File: src/core/port_adc_consts.vh
// Register map, field positions and timing for the port ADC register slice
`ifndef PORT_ADC_CONSTS_VH
`define PORT_ADC_CONSTS_VH

// Register offsets within one port slice (low address nibble)
`define OFS_SIG_THRESHOLD_CFG  4'h5
`define OFS_CURRENT_RESULT     4'h6
`define OFS_FAULT_INJECTION    4'h7

// Threshold configuration fields
`define THR_MSB                7
`define THR_RESET              8'h00

// Current result fields
`define RES_MSB                11
`define RES_FRESH_BIT          12
`define RES_OVERRUN_BIT        13
`define RES_RESET              12'h000

// Fault injection fields
`define INJ_OUTP_BIT           0
`define INJ_OUTM_BIT           1
`define INJ_RESET              2'h0

// Refresh timing: interval in microseconds, clock rate in MHz
`define REFRESH_TIME_US        1800
`define CLK_RATE_MHZ           100
`define REFRESH_CYCLES         (`REFRESH_TIME_US * `CLK_RATE_MHZ)

`endif

File: src/core/port_adc_result_selftest_regs.v
// Per-port threshold, current result and fault injection register slice
`timescale 1ns/100ps
`include "port_adc_consts.vh"

module port_adc_result_selftest_regs #(
    parameter REFRESH_CYCLES = `REFRESH_CYCLES  // Sample interval in clocks
) (
    input  wire        ref_clk,        // 100 MHz clock
    input  wire        rstn,           // Async reset, active low
    input  wire [3:0]  reg_addr,       // Register offset in the slice
    input  wire        reg_wr,         // Write strobe, one cycle
    input  wire        reg_rd,         // Read strobe, one cycle
    input  wire [15:0] reg_wdata,      // Write data
    output reg  [15:0] reg_rdata,      // Read data, valid with reg_rvalid
    output reg         reg_rvalid,     // Read answer pulse
    input  wire        port_powered,   // Port in power-up or power-on
    input  wire        adc_done,       // Converter has a new sample
    input  wire [11:0] adc_sample,     // Converter sample value
    output reg         adc_start,      // Conversion request pulse
    input  wire        outp_good_raw,  // Positive output comparator
    input  wire        outm_good_raw,  // Return output comparator
    output reg         outp_bad,       // Positive output power-bad to port
    output reg         outm_bad,       // Return output power-bad to port
    output reg  [7:0]  sig_threshold   // Hold-signature threshold to port
);

    // Host port: reg_wr or reg_rd is high for one clock with reg_addr
    // and reg_wdata; a write lands on that edge, a read answers one clock
    // later with reg_rvalid, and reg_rdata then holds until the next read.
    // Limitation: a sample handed in while unpowered is still stored, so
    // the converter must not complete a conversion it was not asked for.

    // Last count of the sample interval; the 32-bit value is cut to the
    // counter width on purpose, the longest interval fits in 18 bits
    localparam [31:0] REFRESH_LAST_W = REFRESH_CYCLES - 1;
    localparam [17:0] REFRESH_LAST   = REFRESH_LAST_W[17:0];

    // Held state of the slice
    reg  [11:0] result_r;
    reg         fresh_r;
    reg         overrun_r;
    reg  [1:0]  inject_r;
    reg  [17:0] refresh_cnt_r;
    reg  [1:0]  outp_sync_r;
    reg  [1:0]  outm_sync_r;

    // Next values from the combinational processes
    reg  [15:0] rdata_nxt;
    reg  [11:0] result_nxt;
    reg         fresh_nxt;
    reg         overrun_nxt;
    reg  [17:0] refresh_cnt_nxt;
    reg         adc_start_nxt;

    // Offset match for one register of the slice, so every decode of
    // the strobes compares the address the same way
    function addr_hit;
        input [3:0] addr;
        input [3:0] ofs;
        begin
            addr_hit = (addr == ofs);
        end
    endfunction

    // Power-bad seen by the port: the comparator says bad, or the host
    // forces it for self-test; a forced bad cannot be masked by a good pin
    function pwr_bad;
        input good_sync;
        input force_bad;
        begin
            pwr_bad = !good_sync || force_bad;
        end
    endfunction

    // Strobe decode; writes to the result register or to unmapped
    // offsets match nothing and are dropped
    wire wr_thr  = reg_wr && addr_hit(reg_addr, `OFS_SIG_THRESHOLD_CFG);
    wire wr_inj  = reg_wr && addr_hit(reg_addr, `OFS_FAULT_INJECTION);
    wire rd_res  = reg_rd && addr_hit(reg_addr, `OFS_CURRENT_RESULT);

    // Host writes to the threshold register; reserved upper bits are
    // dropped here so they always read back as zero
    always @(posedge ref_clk or negedge rstn) begin
        if (!rstn) begin
            sig_threshold <= `THR_RESET;
        end else if (wr_thr) begin
            sig_threshold <= reg_wdata[`THR_MSB:0];
        end
    end

    // Host writes to the self-test register; only the two force bits
    // are stored, the reserved bits cost no flip-flops
    always @(posedge ref_clk or negedge rstn) begin
        if (!rstn) begin
            inject_r <= `INJ_RESET;
        end else if (wr_inj) begin
            inject_r <= reg_wdata[`INJ_OUTM_BIT:`INJ_OUTP_BIT];
        end
    end

    // Next result state; a new sample wins over a clearing read in the
    // same cycle, so no event is ever lost
    always @* begin
        result_nxt  = result_r;
        fresh_nxt   = fresh_r;
        overrun_nxt = overrun_r;
        if (adc_done) begin
            result_nxt = adc_sample;
            fresh_nxt  = 1'b1;
        end else if (rd_res) begin
            fresh_nxt = 1'b0;
        end
        // Unread means fresh still set and not being read right now; a
        // sample landing on the read itself was not missed
        if (adc_done && fresh_r && !rd_res) begin
            overrun_nxt = 1'b1;
        end else if (rd_res) begin
            overrun_nxt = 1'b0;
        end
    end

    // Result and flag registers
    always @(posedge ref_clk or negedge rstn) begin
        if (!rstn) begin
            result_r  <= `RES_RESET;
            fresh_r   <= 1'b0;
            overrun_r <= 1'b0;
        end else begin
            result_r  <= result_nxt;
            fresh_r   <= fresh_nxt;
            overrun_r <= overrun_nxt;
        end
    end

    // Fixed-interval sample request; counter idles when unpowered so
    // the first sample comes one full interval after power-up
    always @* begin
        refresh_cnt_nxt = refresh_cnt_r + 18'h00001;
        adc_start_nxt   = 1'b0;
        if (!port_powered) begin
            refresh_cnt_nxt = 18'h00000;
        end else if (refresh_cnt_r == REFRESH_LAST) begin
            refresh_cnt_nxt = 18'h00000;
            adc_start_nxt   = 1'b1;
        end
    end

    // Interval counter and request pulse; the pulse is registered so the
    // converter never sees a decode glitch
    always @(posedge ref_clk or negedge rstn) begin
        if (!rstn) begin
            refresh_cnt_r <= 18'h00000;
            adc_start     <= 1'b0;
        end else begin
            refresh_cnt_r <= refresh_cnt_nxt;
            adc_start     <= adc_start_nxt;
        end
    end

    // Comparators are analog and asynchronous: two-stage synchronisers,
    // and only the second stage is ever read by logic
    always @(posedge ref_clk or negedge rstn) begin
        if (!rstn) begin
            outp_sync_r <= 2'h0;
            outm_sync_r <= 2'h0;
        end else begin
            outp_sync_r <= {outp_sync_r[0], outp_good_raw};
            outm_sync_r <= {outm_sync_r[0], outm_good_raw};
        end
    end

    // Power-bad decision from the second synchroniser stage
    wire outp_bad_nxt = pwr_bad(outp_sync_r[1], inject_r[`INJ_OUTP_BIT]);
    wire outm_bad_nxt = pwr_bad(outm_sync_r[1], inject_r[`INJ_OUTM_BIT]);

    // Power-bad outputs reset to bad, the safe state, and stay so for
    // three clocks after reset until the synchronisers fill
    always @(posedge ref_clk or negedge rstn) begin
        if (!rstn) begin
            outp_bad <= 1'b1;
            outm_bad <= 1'b1;
        end else begin
            outp_bad <= outp_bad_nxt;
            outm_bad <= outm_bad_nxt;
        end
    end

    // Read mux; reserved bits and unmapped offsets read as zero
    always @* begin
        rdata_nxt = 16'h0000;
        case (reg_addr)
            `OFS_SIG_THRESHOLD_CFG: begin
                rdata_nxt = {8'h00, sig_threshold};
            end
            `OFS_CURRENT_RESULT: begin
                rdata_nxt = {2'h0, overrun_r, fresh_r, result_r};
            end
            `OFS_FAULT_INJECTION: begin
                rdata_nxt = {14'h0000, inject_r};
            end
            default: begin
                rdata_nxt = 16'h0000;
            end
        endcase
    end

    // Registered read answer, one cycle after the strobe
    always @(posedge ref_clk or negedge rstn) begin
        if (!rstn) begin
            reg_rdata  <= 16'h0000;
            reg_rvalid <= 1'b0;
        end else begin
            reg_rvalid <= reg_rd;
            if (reg_rd) begin
                reg_rdata <= rdata_nxt;
            end
        end
    end

endmodule

File: config.mk
export PLATFORM = sky130hd
export DESIGN_NAME = port_adc_result_selftest_regs
export DESIGN_NICKNAME = d
export VERILOG_FILES = /design/src/core/port_adc_result_selftest_regs.v
export VERILOG_INCLUDE_DIRS = /design/src /design/src/core
export SDC_FILE = /design/constraint.sdc
export NUM_CORES = 1
export LEC_CHECK = 0
export ABC_AREA = 1
export BUFFER_PORTS_ARGS = -buffer_cell sky130_fd_sc_hd__buf_4
export CORE_MARGIN = 4
export CORE_UTILIZATION = 50
export CTS_CLUSTER_DIAMETER = 60
export DETAILED_ROUTE_END_ITERATION = 6
export PLACE_DENSITY = 0.74
export SKIP_LAST_GASP = 1
export SLEW_MARGIN = 20
export SYNTH_ARGS = -nofsm -noshare
export SYNTH_HDL_FRONTEND = slang
export SYNTH_SLANG_ARGS = --single-unit
File: constraint.sdc
create_clock -name ref_clk -period 3.46 [get_ports ref_clk]
set_input_delay 0.173 -clock ref_clk [delete_from_list [all_inputs] [get_ports ref_clk]]
set_output_delay 0.173 -clock ref_clk [all_outputs]
set_load 0.05 [all_outputs]
==> results of run 1 <==
metal layers:
| metal | track usage (%) | routed length (um) |
|---|---|---|
| met1 | 21.8 | 2480 |
| met2 | 30.3 | 2750 |
| met5 | 0 | 0 |
| met3 | 4.37 | 251 |
| met4 | 7.73 | 87 |
final cells by class:
cell class / instances / area, um^2 / area share, %
clock buffers: 14 / 163 / 4.61
clock inverters: 2 / 37.5 / 1.06
inverters: 36 / 135 / 3.83
multi-input cells: 226 / 1040 / 29.5
flip-flops and latches: 64 / 1600 / 45.5
well taps: 72 / 90.1 / 2.55
repair buffers: 60 / 458 / 13.0
final timing paths:
check,startpoint,endpoint,slack [ps],depth (start not counted)
max in group asynchronous,rstn,outm_sync_r[0],2480,2
min,adc_sample[1],result_r[1],50,3
max,refresh_cnt_r[0],refresh_cnt_r[11],1930,8
max reg2reg,refresh_cnt_r[0],refresh_cnt_r[11],1930,8
min reg2reg,outm_sync_r[0],outm_sync_r[1],350,0
min in group asynchronous,rstn,result_r[10],480,2
state kept, by name, summed over array words and instances, names as in the netlist:
name and count:
reg_rvalid 1, adc_start 1, fresh_r 1, result_r 12, outm_sync_r 2, inject_r 2
overrun_r 1, sig_threshold 8, outp_sync_r 2, refresh_cnt_r 18, reg_rdata 14, outp_bad 1
outm_bad 1
power breakdown:
part / switching, W / leakage [nW] / internal, W / total [W]
Sequential: 0.0000315 / 0.827 / 0.000802 / 0.000834
Combinational: 0.000187 / 0.822 / 0.0000851 / 0.000272
Clock: 0.000262 / 0.0969 / 0.000373 / 0.000635
Total: 0.000480 / 1.75 / 0.00126 / 0.00174
cells by family (layout without fill, tap and decap cells):
logic type,after synthesis,after routing
simple gates,184,184
flops,64,64
buf+inv,44,112
compound gates,30,30
xor+xnor,9,9
fa+ha+maj,1,1
other cells,1,2
cell usage in the layout (no fill, tap or decap), drive strengths merged:
cell type / n
nor2: 45
nor3b: 1
conb: 2
a31oi: 1
o21ai: 27
dfrtp: 62
bufinv: 1
clkbuf: 14
dlygate4sd3: 3
buf: 57
xor2: 7
a21oi: 2
and2: 1
clkinvlp: 1
nand3: 21
inv: 36
nor3: 4
nor4: 1
nand2: 110
ha: 1
dfstp: 2
nand3b: 1
xnor2: 2
worst max-delay path: stages (launching register included):
cell and delay, ps:
dfrtp_1 410, ha_1 250, nand2_1 110, nor2_2 60
nand3_1 70, nor2_1 40, nor2_1 240, inv_2 150
nor2_1 130
metrics by stage:
stage          setup WS (ps)  cells
5_1_grt                 1800    474
4_1_cts                 1930    474
3_3_place_gp            1960    455
6_report                1930    474
3_5_place_dp            1940    455
2_1_floorplan           2140    334
==> impl_metrics.ini, run 1 <==
[floorplanning]
fp-row-count = 27
start_util_pct = 51.5
ios = 68
core_area_mm2 = 0.00547
die-area_mm2 = 0.00690
die-width_um = 83.1
die_h_um = 83.1

[synthesis]
synth-compound-area-share_pct = 5.37
synth_top_area_share_pct = 55.0
seq_area_frac_synth_pct = 56.9
muxShareOfSynthArea_pct = 0
ys_top_cells_by_count = nand2_1 (106), dfrtp_1 (62), nor2_1 (35)
yosys_warnings = 0
synth_top_cell_by_area = dfrtp_1
ys_async_sr_fraction_pct = 100
synthXorXnorAreaFrac_pct = 2.80
synthSimpleGateAreaFrac_pct = 28.0
ys_top_cells_by_area = dfrtp_1 (55%), nand2_1 (14%), nor2_1 (4.7%), o21ai_0 (4.6%), inv_1 (4.4%)
synth-seq-cells = 64
netlist_area_mm2 = 0.00282
synth_edf_count = 0
synth_fa_ha_area_share_pct = 0.444
postSynthCellCount = 333
synth_area_per_cell_um2 = 8.47
synth_top_family_by_area = simple AND/OR/NAND/NOR gates
synth_ff_type = dfrtp_1
synth_cell_type_count = 27
yosysMostFrequentCell = nand2_1

[timing]
worst_pin_slew_ps = 783
setup_viol_count_final = 0
whs_ps = 49.0
period_needed_ps = 1530
hold_violations = 0
maxSlewViolCount = 0
setup_tns_ps = 0
finalCritPeriodShare_pct = 44.3
worst_slew_margin_rel_pct = 47.8
max_freq_mhz = 652
fin_worst_skew_ps = 6.09
rsz0062_at_grt = no

[detailed_routing]
wl_mm = 5.57
drtAntennaViolNets = 0
wl_per_cell_um = 11.8
drc = 0
drtPass1Iterations = 5
vias = 2241
vias_per_cell = 4.73
dr.first_iter.drc_count = 92

[finish]
n_fill_cell = 510
syn_to_final_growth_pct = 25.1
diodes = 0
final_area_mm2 = 0.00353
nNetsFinal = 438
final_core_util_pct = 64.4
drive_gt1_share_pct = 22.4

[cts]
cts_resized = 0
cts_buffers = 9
htree_levels = 3
clkLatencyLatePin_ps = 330
cts_hold_buf = 3
cts_buffer_depth = 2
cts_tree = yes
post_cts_buffers = 0
cts_root_buf = clkbuf_8
clock-sinks = 64
path_clk_slew_ps = 60

[placement]
dpl_cell_area_mm2 = 0.00330
routabilityCongestion = 0.855
io_buffers = 57
dp.final_hpwl_mm = 4.05

[worst_hold_path]
hp-class = input port to flip-flop

[worst_setup_path]
cp.arrival_ps = 1790
crit_type = flip-flop to flip-flop
required_ps = 3710
crit_path_start_kind = flip-flop
crit_fanout = 9
critPathCaptureType = flip-flop

[global_route]
first_global_vias = 2319
grt_max_degree = 65
grt_pass1_wl_mm = 10.1
grt.total_usage_pct = 17.9
gr-total-overflow = 0
grt_antenna_before_repair = 0

[power_and_ir_drop]
pwr_density_cell_mw_per_mm2 = 494
ir_drop_v = 0.000337
total_power_w = 0.00174
p_leak_nw = 1.75

[run_status]
status = finished clean

[run]
maxCapViolations = 0
No activity file was read; power rests on OpenSTA's default activity.
==> run 2: changes to the inputs <==
--- a/config.mk
+++ b/config.mk
@@ -6,10 +6,10 @@
 export SDC_FILE = /design/constraint.sdc
 export NUM_CORES = 1
 export LEC_CHECK = 0
-export ABC_AREA = 1
+export ABC_AREA = 0
 export BUFFER_PORTS_ARGS = -buffer_cell sky130_fd_sc_hd__buf_4
 export CORE_MARGIN = 4
-export CORE_UTILIZATION = 50
+export CORE_UTILIZATION = 47
 export CTS_CLUSTER_DIAMETER = 60
 export DETAILED_ROUTE_END_ITERATION = 6
 export PLACE_DENSITY = 0.74
==> constraint.sdc (replaced) <==
create_clock -name ref_clk -period 1.4 [get_ports ref_clk]
set_input_delay 0.07 -clock ref_clk [delete_from_list [all_inputs] [get_ports ref_clk]]
set_output_delay 0.07 -clock ref_clk [all_outputs]
set_load 0.05 [all_outputs]
==> run 2 against run 1 <==
Compared with the run above: the flow now finishes with violations (negative setup slack); synthesized cell count shrank 31%; combinational power rose to 3.2 times the previous value; maximum frequency decreased by 4.7%; sequential share of layout area down 5.5 points; register-to-register slack worse by 2100 ps; critical path depth decreased by 4; first-iteration DRC count increased by 47%; via count is 0.76% lower.
==> impl_metrics.ini, run 2 <==
[run_status]
status = finished with violations
violations = negative setup slack

[cts]
cts_buffer_depth = 2
path_clk_slew_ps = 70
htree_levels = 3
clkLatencyLatePin_ps = 350
cts_buffers = 9
cts_tree = yes
clock-sinks = 64
cts_root_buf = clkbuf_8

[timing]
finalCritPeriodShare_pct = 115
worst_pin_slew_ps = 658
fin_worst_skew_ps = 7.84
period_needed_ps = 1610
worst_slew_margin_rel_pct = 56.0
setup_viol_count_final = 18
max_freq_mhz = 622
maxSlewViolCount = 0
setup_slack_ps = -209
rsz0062_at_grt = yes
hold_violations = 0

[floorplanning]
die_h_um = 83.4
die-width_um = 83.4
ios = 68
fp-row-count = 27
start_util_pct = 48.5
die-area_mm2 = 0.00696
core_area_mm2 = 0.00551

[global_route]
grt_max_degree = 35
gr-total-overflow = 0
first_global_vias = 2250
grt_pass1_wl_mm = 10.9
grt.total_usage_pct = 19.8
grt_antenna_before_repair = 0

[worst_setup_path]
critPathLaunch = refresh_cnt_r[9]
reg2reg_setup_slack_ps = -210
cp.arrival_ps = 1880
crit_type = flip-flop to flip-flop
crit_path_start_kind = flip-flop
crit_fanout = 3
required_ps = 1670
r2r_start = refresh_cnt_r[9]
critPathCaptureType = flip-flop

[synthesis]
netlist_area_mm2 = 0.00267
synth_ff_type = dfrtp_1
synth_edf_count = 0
synth_top_cell_by_area = dfrtp_1
synth_cell_type_count = 33
yosysMostFrequentCell = dfrtp_1
ys_top_cells_by_area = dfrtp_1 (58%), mux2_2 (10%), xnor2_1 (3.9%), inv_1 (2.9%), nor2_1 (2.9%)
postSynthCellCount = 231
synth-seq-cells = 64
synth_area_per_cell_um2 = 11.6
ys_top_cells_by_count = dfrtp_1 (62), mux2_2 (24), inv_1 (21), nor2_1 (21), xnor2_1 (12)
yosys_warnings = 0
ys_async_sr_fraction_pct = 100
seq_area_frac_synth_pct = 60.0
synth_top_area_share_pct = 58.1

[finish]
drive_gt1_share_pct = 44.2
n_fill_cell = 365
multi_input_area_mm2 = 0.00104
final-seq-area_mm2 = 0.00160
nNetsFinal = 400
syn_to_final_growth_pct = 50.2
final_cell_mix = buf_4 (97), dfrtp_1 (62), dlygate4sd3_1 (25), mux2_2 (24), inv_1 (21)
largest_reg_flops = 18
diodes = 0
top_register = refresh_cnt_r
final_core_util_pct = 72.9
largestRegisters = refresh_cnt_r (18), reg_rdata (14), result_r (12)
final_common_cell = buf_4
final_area_mm2 = 0.00401

[run]
maxCapViolations = 0

[power_and_ir_drop]
ir_drop_v = 0.000748
p_leak_nw = 1.81
pwr_density_cell_mw_per_mm2 = 1080

[placement]
dp.final_hpwl_mm = 4.26
routabilityCongestion = 0.786
io_buffers = 57
dpl_cell_area_mm2 = 0.00343

[worst_hold_path]
holdCritStartpoint = reg_addr[0]
hp-class = input port to flip-flop

[detailed_routing]
vias = 2224
drtPass1Iterations = 4
drc = 0
vias_per_cell = 5.10
wl_per_cell_um = 15.3
dr.first_iter.drc_count = 135
drtAntennaViolNets = 0
wl_mm = 6.67
-- run 2: cells by family after synthesis --
group                    after synthesis  share of synthesized area, %
AO/OA/AOI/OAI                         30                          7.63
other                                  1                         0.140
AND/OR/NAND/NOR                       66                          12.3
flip-flops                            64                          60.0
adder cells (fa/ha/maj)                1                         0.468
buffers and inverters                 31                          4.78
XOR/XNOR                              14                          4.59
multiplexers                          24                          10.1
-- run 2: final timing paths --
kind | to | cells past startpoint
worst min-delay path | reg_rdata[1] | 3
max in group asynchronous | reg_rdata[4] | 3
worst min register to register | outm_sync_r[1] | 0
min in group asynchronous | inject_r[0] | 2
worst max register to register | refresh_cnt_r[15] | 4
worst max-delay path | refresh_cnt_r[15] | 4
-- run 2: routing by layer --
layer	share of wire, %	global-route usage, %	vias up	wire length (um)
met5	0	0	-	0
met4	2.2	9.66	0	146
met3	5.5	5.26	14	367
met2	52	32.9	70	3490
met1	40	23.8	1091	2670
li1	-	-	1049	-
-- run 2: where the power goes --
part           leakage, nW  total, W  switching, W  internal, W
registers            0.817   0.00208     0.0000905      0.00199
clock network       0.0789   0.00139      0.000739     0.000647
logic                0.911  0.000869      0.000504     0.000365
-- run 2: area by class of cell --
cell class,instances,share of cell area (%)
flip-flops and latches,64,40.0
well taps,72,2.24
repair buffers,126,25.7
clock buffers,10,3.18
clock inverters,6,1.12
multi-input cells,137,25.8
inverters,21,1.96
-- run 2: timing repair --
item | in CTS | in global routing
hold buffers | 25 | 0
pin swaps | 1 | 6
hold endpoints to repair | 59 | 0
setup endpoints to repair | 17 | 19
buffers inserted | 5 | 3
resized for setup | 8 | 14
-- run 2: metrics by stage --
step           setup TNS, ps  total power [W]  hold WS [ps]  std cells  worst slack, ps
2_1_floorplan          -1830          0.00259          -226        232             -150
3_3_place_gp           -1300          0.00290          38.4        387            -98.2
3_5_place_dp           -2560          0.00292          48.4        387             -183
4_1_cts                -2230          0.00437          46.9        433             -168
5_1_grt                -4310          0.00455          80.3        436             -286
6_report               -2970          0.00434          62.5        436             -209
-- run 2: worst max-delay path: stages, from the launching register on --
cell     delay [ps]
dfrtp_1         360
nand4_2         150
or4_1           560
or3_1           340
a21oi_2         130
==> run 3: changes to the inputs <==
--- a/config.mk
+++ b/config.mk
@@ -13,6 +13,8 @@
 export CTS_CLUSTER_DIAMETER = 60
 export DETAILED_ROUTE_END_ITERATION = 6
 export PLACE_DENSITY = 0.74
+export SETUP_SLACK_MARGIN = 0.5
+export SKIP_CTS_REPAIR_TIMING = 1
 export SKIP_LAST_GASP = 1
 export SLEW_MARGIN = 20
 export SYNTH_ARGS = -nofsm -noshare
==> run 3 against run 2 <==
Compared with the run above: the flow still finishes with violations (negative setup slack); clock skew hardly changed; routed wire length is 2.5% lower; combinational power is 14% higher; global-route usage is 1.8 points lower; count of clock-buffer cells in the layout is 1 lower; worst setup slack better by 18 ps; die area stayed put; register-to-register slack better by 20 ps; first-iteration DRC count is 44% lower; sequential power is 2% higher; via count is 2.8% lower; critical endpoint is now refresh_cnt_r[17]; largest power group unchanged.
==> impl_metrics.ini, run 3 (same netlist as run 2, synthesis figures left out) <==
[cts]
cts_tree = yes
clock-sinks = 64
htree_levels = 3
cts_root_buf = clkbuf_8
cts_buffers = 9
clkLatencyLatePin_ps = 340
cts_buffer_depth = 2
path_clk_slew_ps = 70

[worst_setup_path]
reg2reg_setup_slack_ps = -190
crit_end = refresh_cnt_r[17]
critPathLaunch = refresh_cnt_r[7]
crit_type = flip-flop to flip-flop
required_ps = 1660
slowest_delay_ps = 440
crit_path_start_kind = flip-flop
r2r_start = refresh_cnt_r[7]
critPathCaptureType = flip-flop
reg2reg_depth = 4
r2r-end = refresh_cnt_r[17]
worst_path_max_delay_cell = or4_1
crit_chain = nand4_1, or3_1, or4_1, a21oi_2
crit_fanout = 3
cp.arrival_ps = 1850

[run_status]
status = finished with violations
violations = negative setup slack

[detailed_routing]
drc = 0
dr.first_iter.drc_count = 75
drtPass1Iterations = 4
wl_mm = 6.50
vias_per_cell = 5.06
drtAntennaViolNets = 0
vias = 2162
wl_per_cell_um = 15.2

[timing]
finalCritPeriodShare_pct = 114
worst_slew_margin_rel_pct = 55.1
rsz0062_at_grt = yes
setup_viol_count_final = 18
fin_worst_skew_ps = 7.62
worst_pin_slew_ps = 671
maxSlewViolCount = 0
max_freq_mhz = 629
hold_violations = 0
period_needed_ps = 1590
setup_slack_ps = -191

[finish]
top_register = refresh_cnt_r
final_cell_mix = buf_4 (65), dfrtp_1 (54), dlygate4sd3_1 (24), buf_6 (24), inv_1 (21)
final_core_util_pct = 74.6
syn_to_final_growth_pct = 53.8
largestRegisters = refresh_cnt_r (18), reg_rdata (14), result_r (12)
nNetsFinal = 391
drive_gt1_share_pct = 44.2
diodes = 0
final_area_mm2 = 0.00411
final_common_cell = buf_4
largest_reg_flops = 18

[global_route]
grt_max_degree = 28
grt_antenna_before_repair = 0
grt_pass1_wl_mm = 10.0
gr-total-overflow = 0
grt.total_usage_pct = 18.0
first_global_vias = 2133

[power_and_ir_drop]
pwr_density_cell_mw_per_mm2 = 1130
p_leak_nw = 1.83
total_power_w = 0.00466
ir_drop_v = 0.000856

[placement]
routabilityCongestion = 0.795
io_buffers = 57
dp.final_hpwl_mm = 4.25
dpl_cell_area_mm2 = 0.00346

[floorplanning]
die-area_mm2 = 0.00696
die-width_um = 83.4
ios = 68
core_area_mm2 = 0.00551
die_h_um = 83.4
fp-row-count = 27
start_util_pct = 48.5

[worst_hold_path]
hp-class = input port to flip-flop

[run]
maxCapViolations = 0
run 3: cell count changes in the layout (fill, tap and decap cells not counted), sizes merged:
cell         previous run  this run
dlygate4sd3            25        24
clkbuf                 10         9
bufinv                  0         1
buf                   101        93
run 3: how the worst min path moves through the flow:
stage | depth (start not counted) | slack (ps) | to | startpoint
detailed placement | 1 | 4 | refresh_cnt_r[17] | rstn
floorplan | 0 | -230 | adc_start | rstn
finish | 2 | 60 | reg_rdata[13] | reg_rd
CTS | 1 | -370 | refresh_cnt_r[4] | rstn
global route | 2 | 50 | reg_rdata[13] | reg_rd
global placement | 1 | -5 | adc_start | rstn
run 3: critical path: cells and delay by family (launching register included):
family | cells | cell delay (ps)
AND/OR/NAND/NOR | 3 | 960
AO/OA/AOI/OAI | 1 | 150
flip-flops | 1 | 410
run 3: metrics by stage:
| stage | hold WS (ps) | setup slack, ps | cells | setup TNS (ps) |
|---|---|---|---|---|
| after detailed placement | 3.74 | -177 | 381 | -2780 |
| after global routing | 49.5 | -266 | 427 | -4340 |
| after CTS | -366 | -189 | 397 | -3020 |
| after floorplan | -226 | -150 | 232 | -1830 |
| final | 58.9 | -191 | 427 | -2990 |
| after global placement | -4.85 | -106 | 381 | -1650 |
run 3: metal layers:
metal / vias up / routed length [um] / global-route usage [%]
li1: 1034 / - / -
met1: 1055 / 2790 / 23.4
met2: 63 / 3260 / 27.3
met3: 10 / 362 / 5.65
met4: 0 / 91 / 8.47
met5: - / 0 / 0
run 3: area by class of cell:
cell class / count / area, um^2
flip-flops and latches: 64 / 1610
fillers: 372 / 1400
repair buffers: 117 / 1070
multi-input cells: 137 / 1060
clock buffers: 9 / 124
well taps: 72 / 90.1
inverters: 21 / 78.8
clock inverters: 7 / 71.3
run 3: power breakdown:
| part | switching, W | internal, W |
|---|---|---|
| Sequential | 0.000121 | 0.00201 |
| Clock | 0.000724 | 0.000820 |
| Combinational | 0.000513 | 0.000474 |
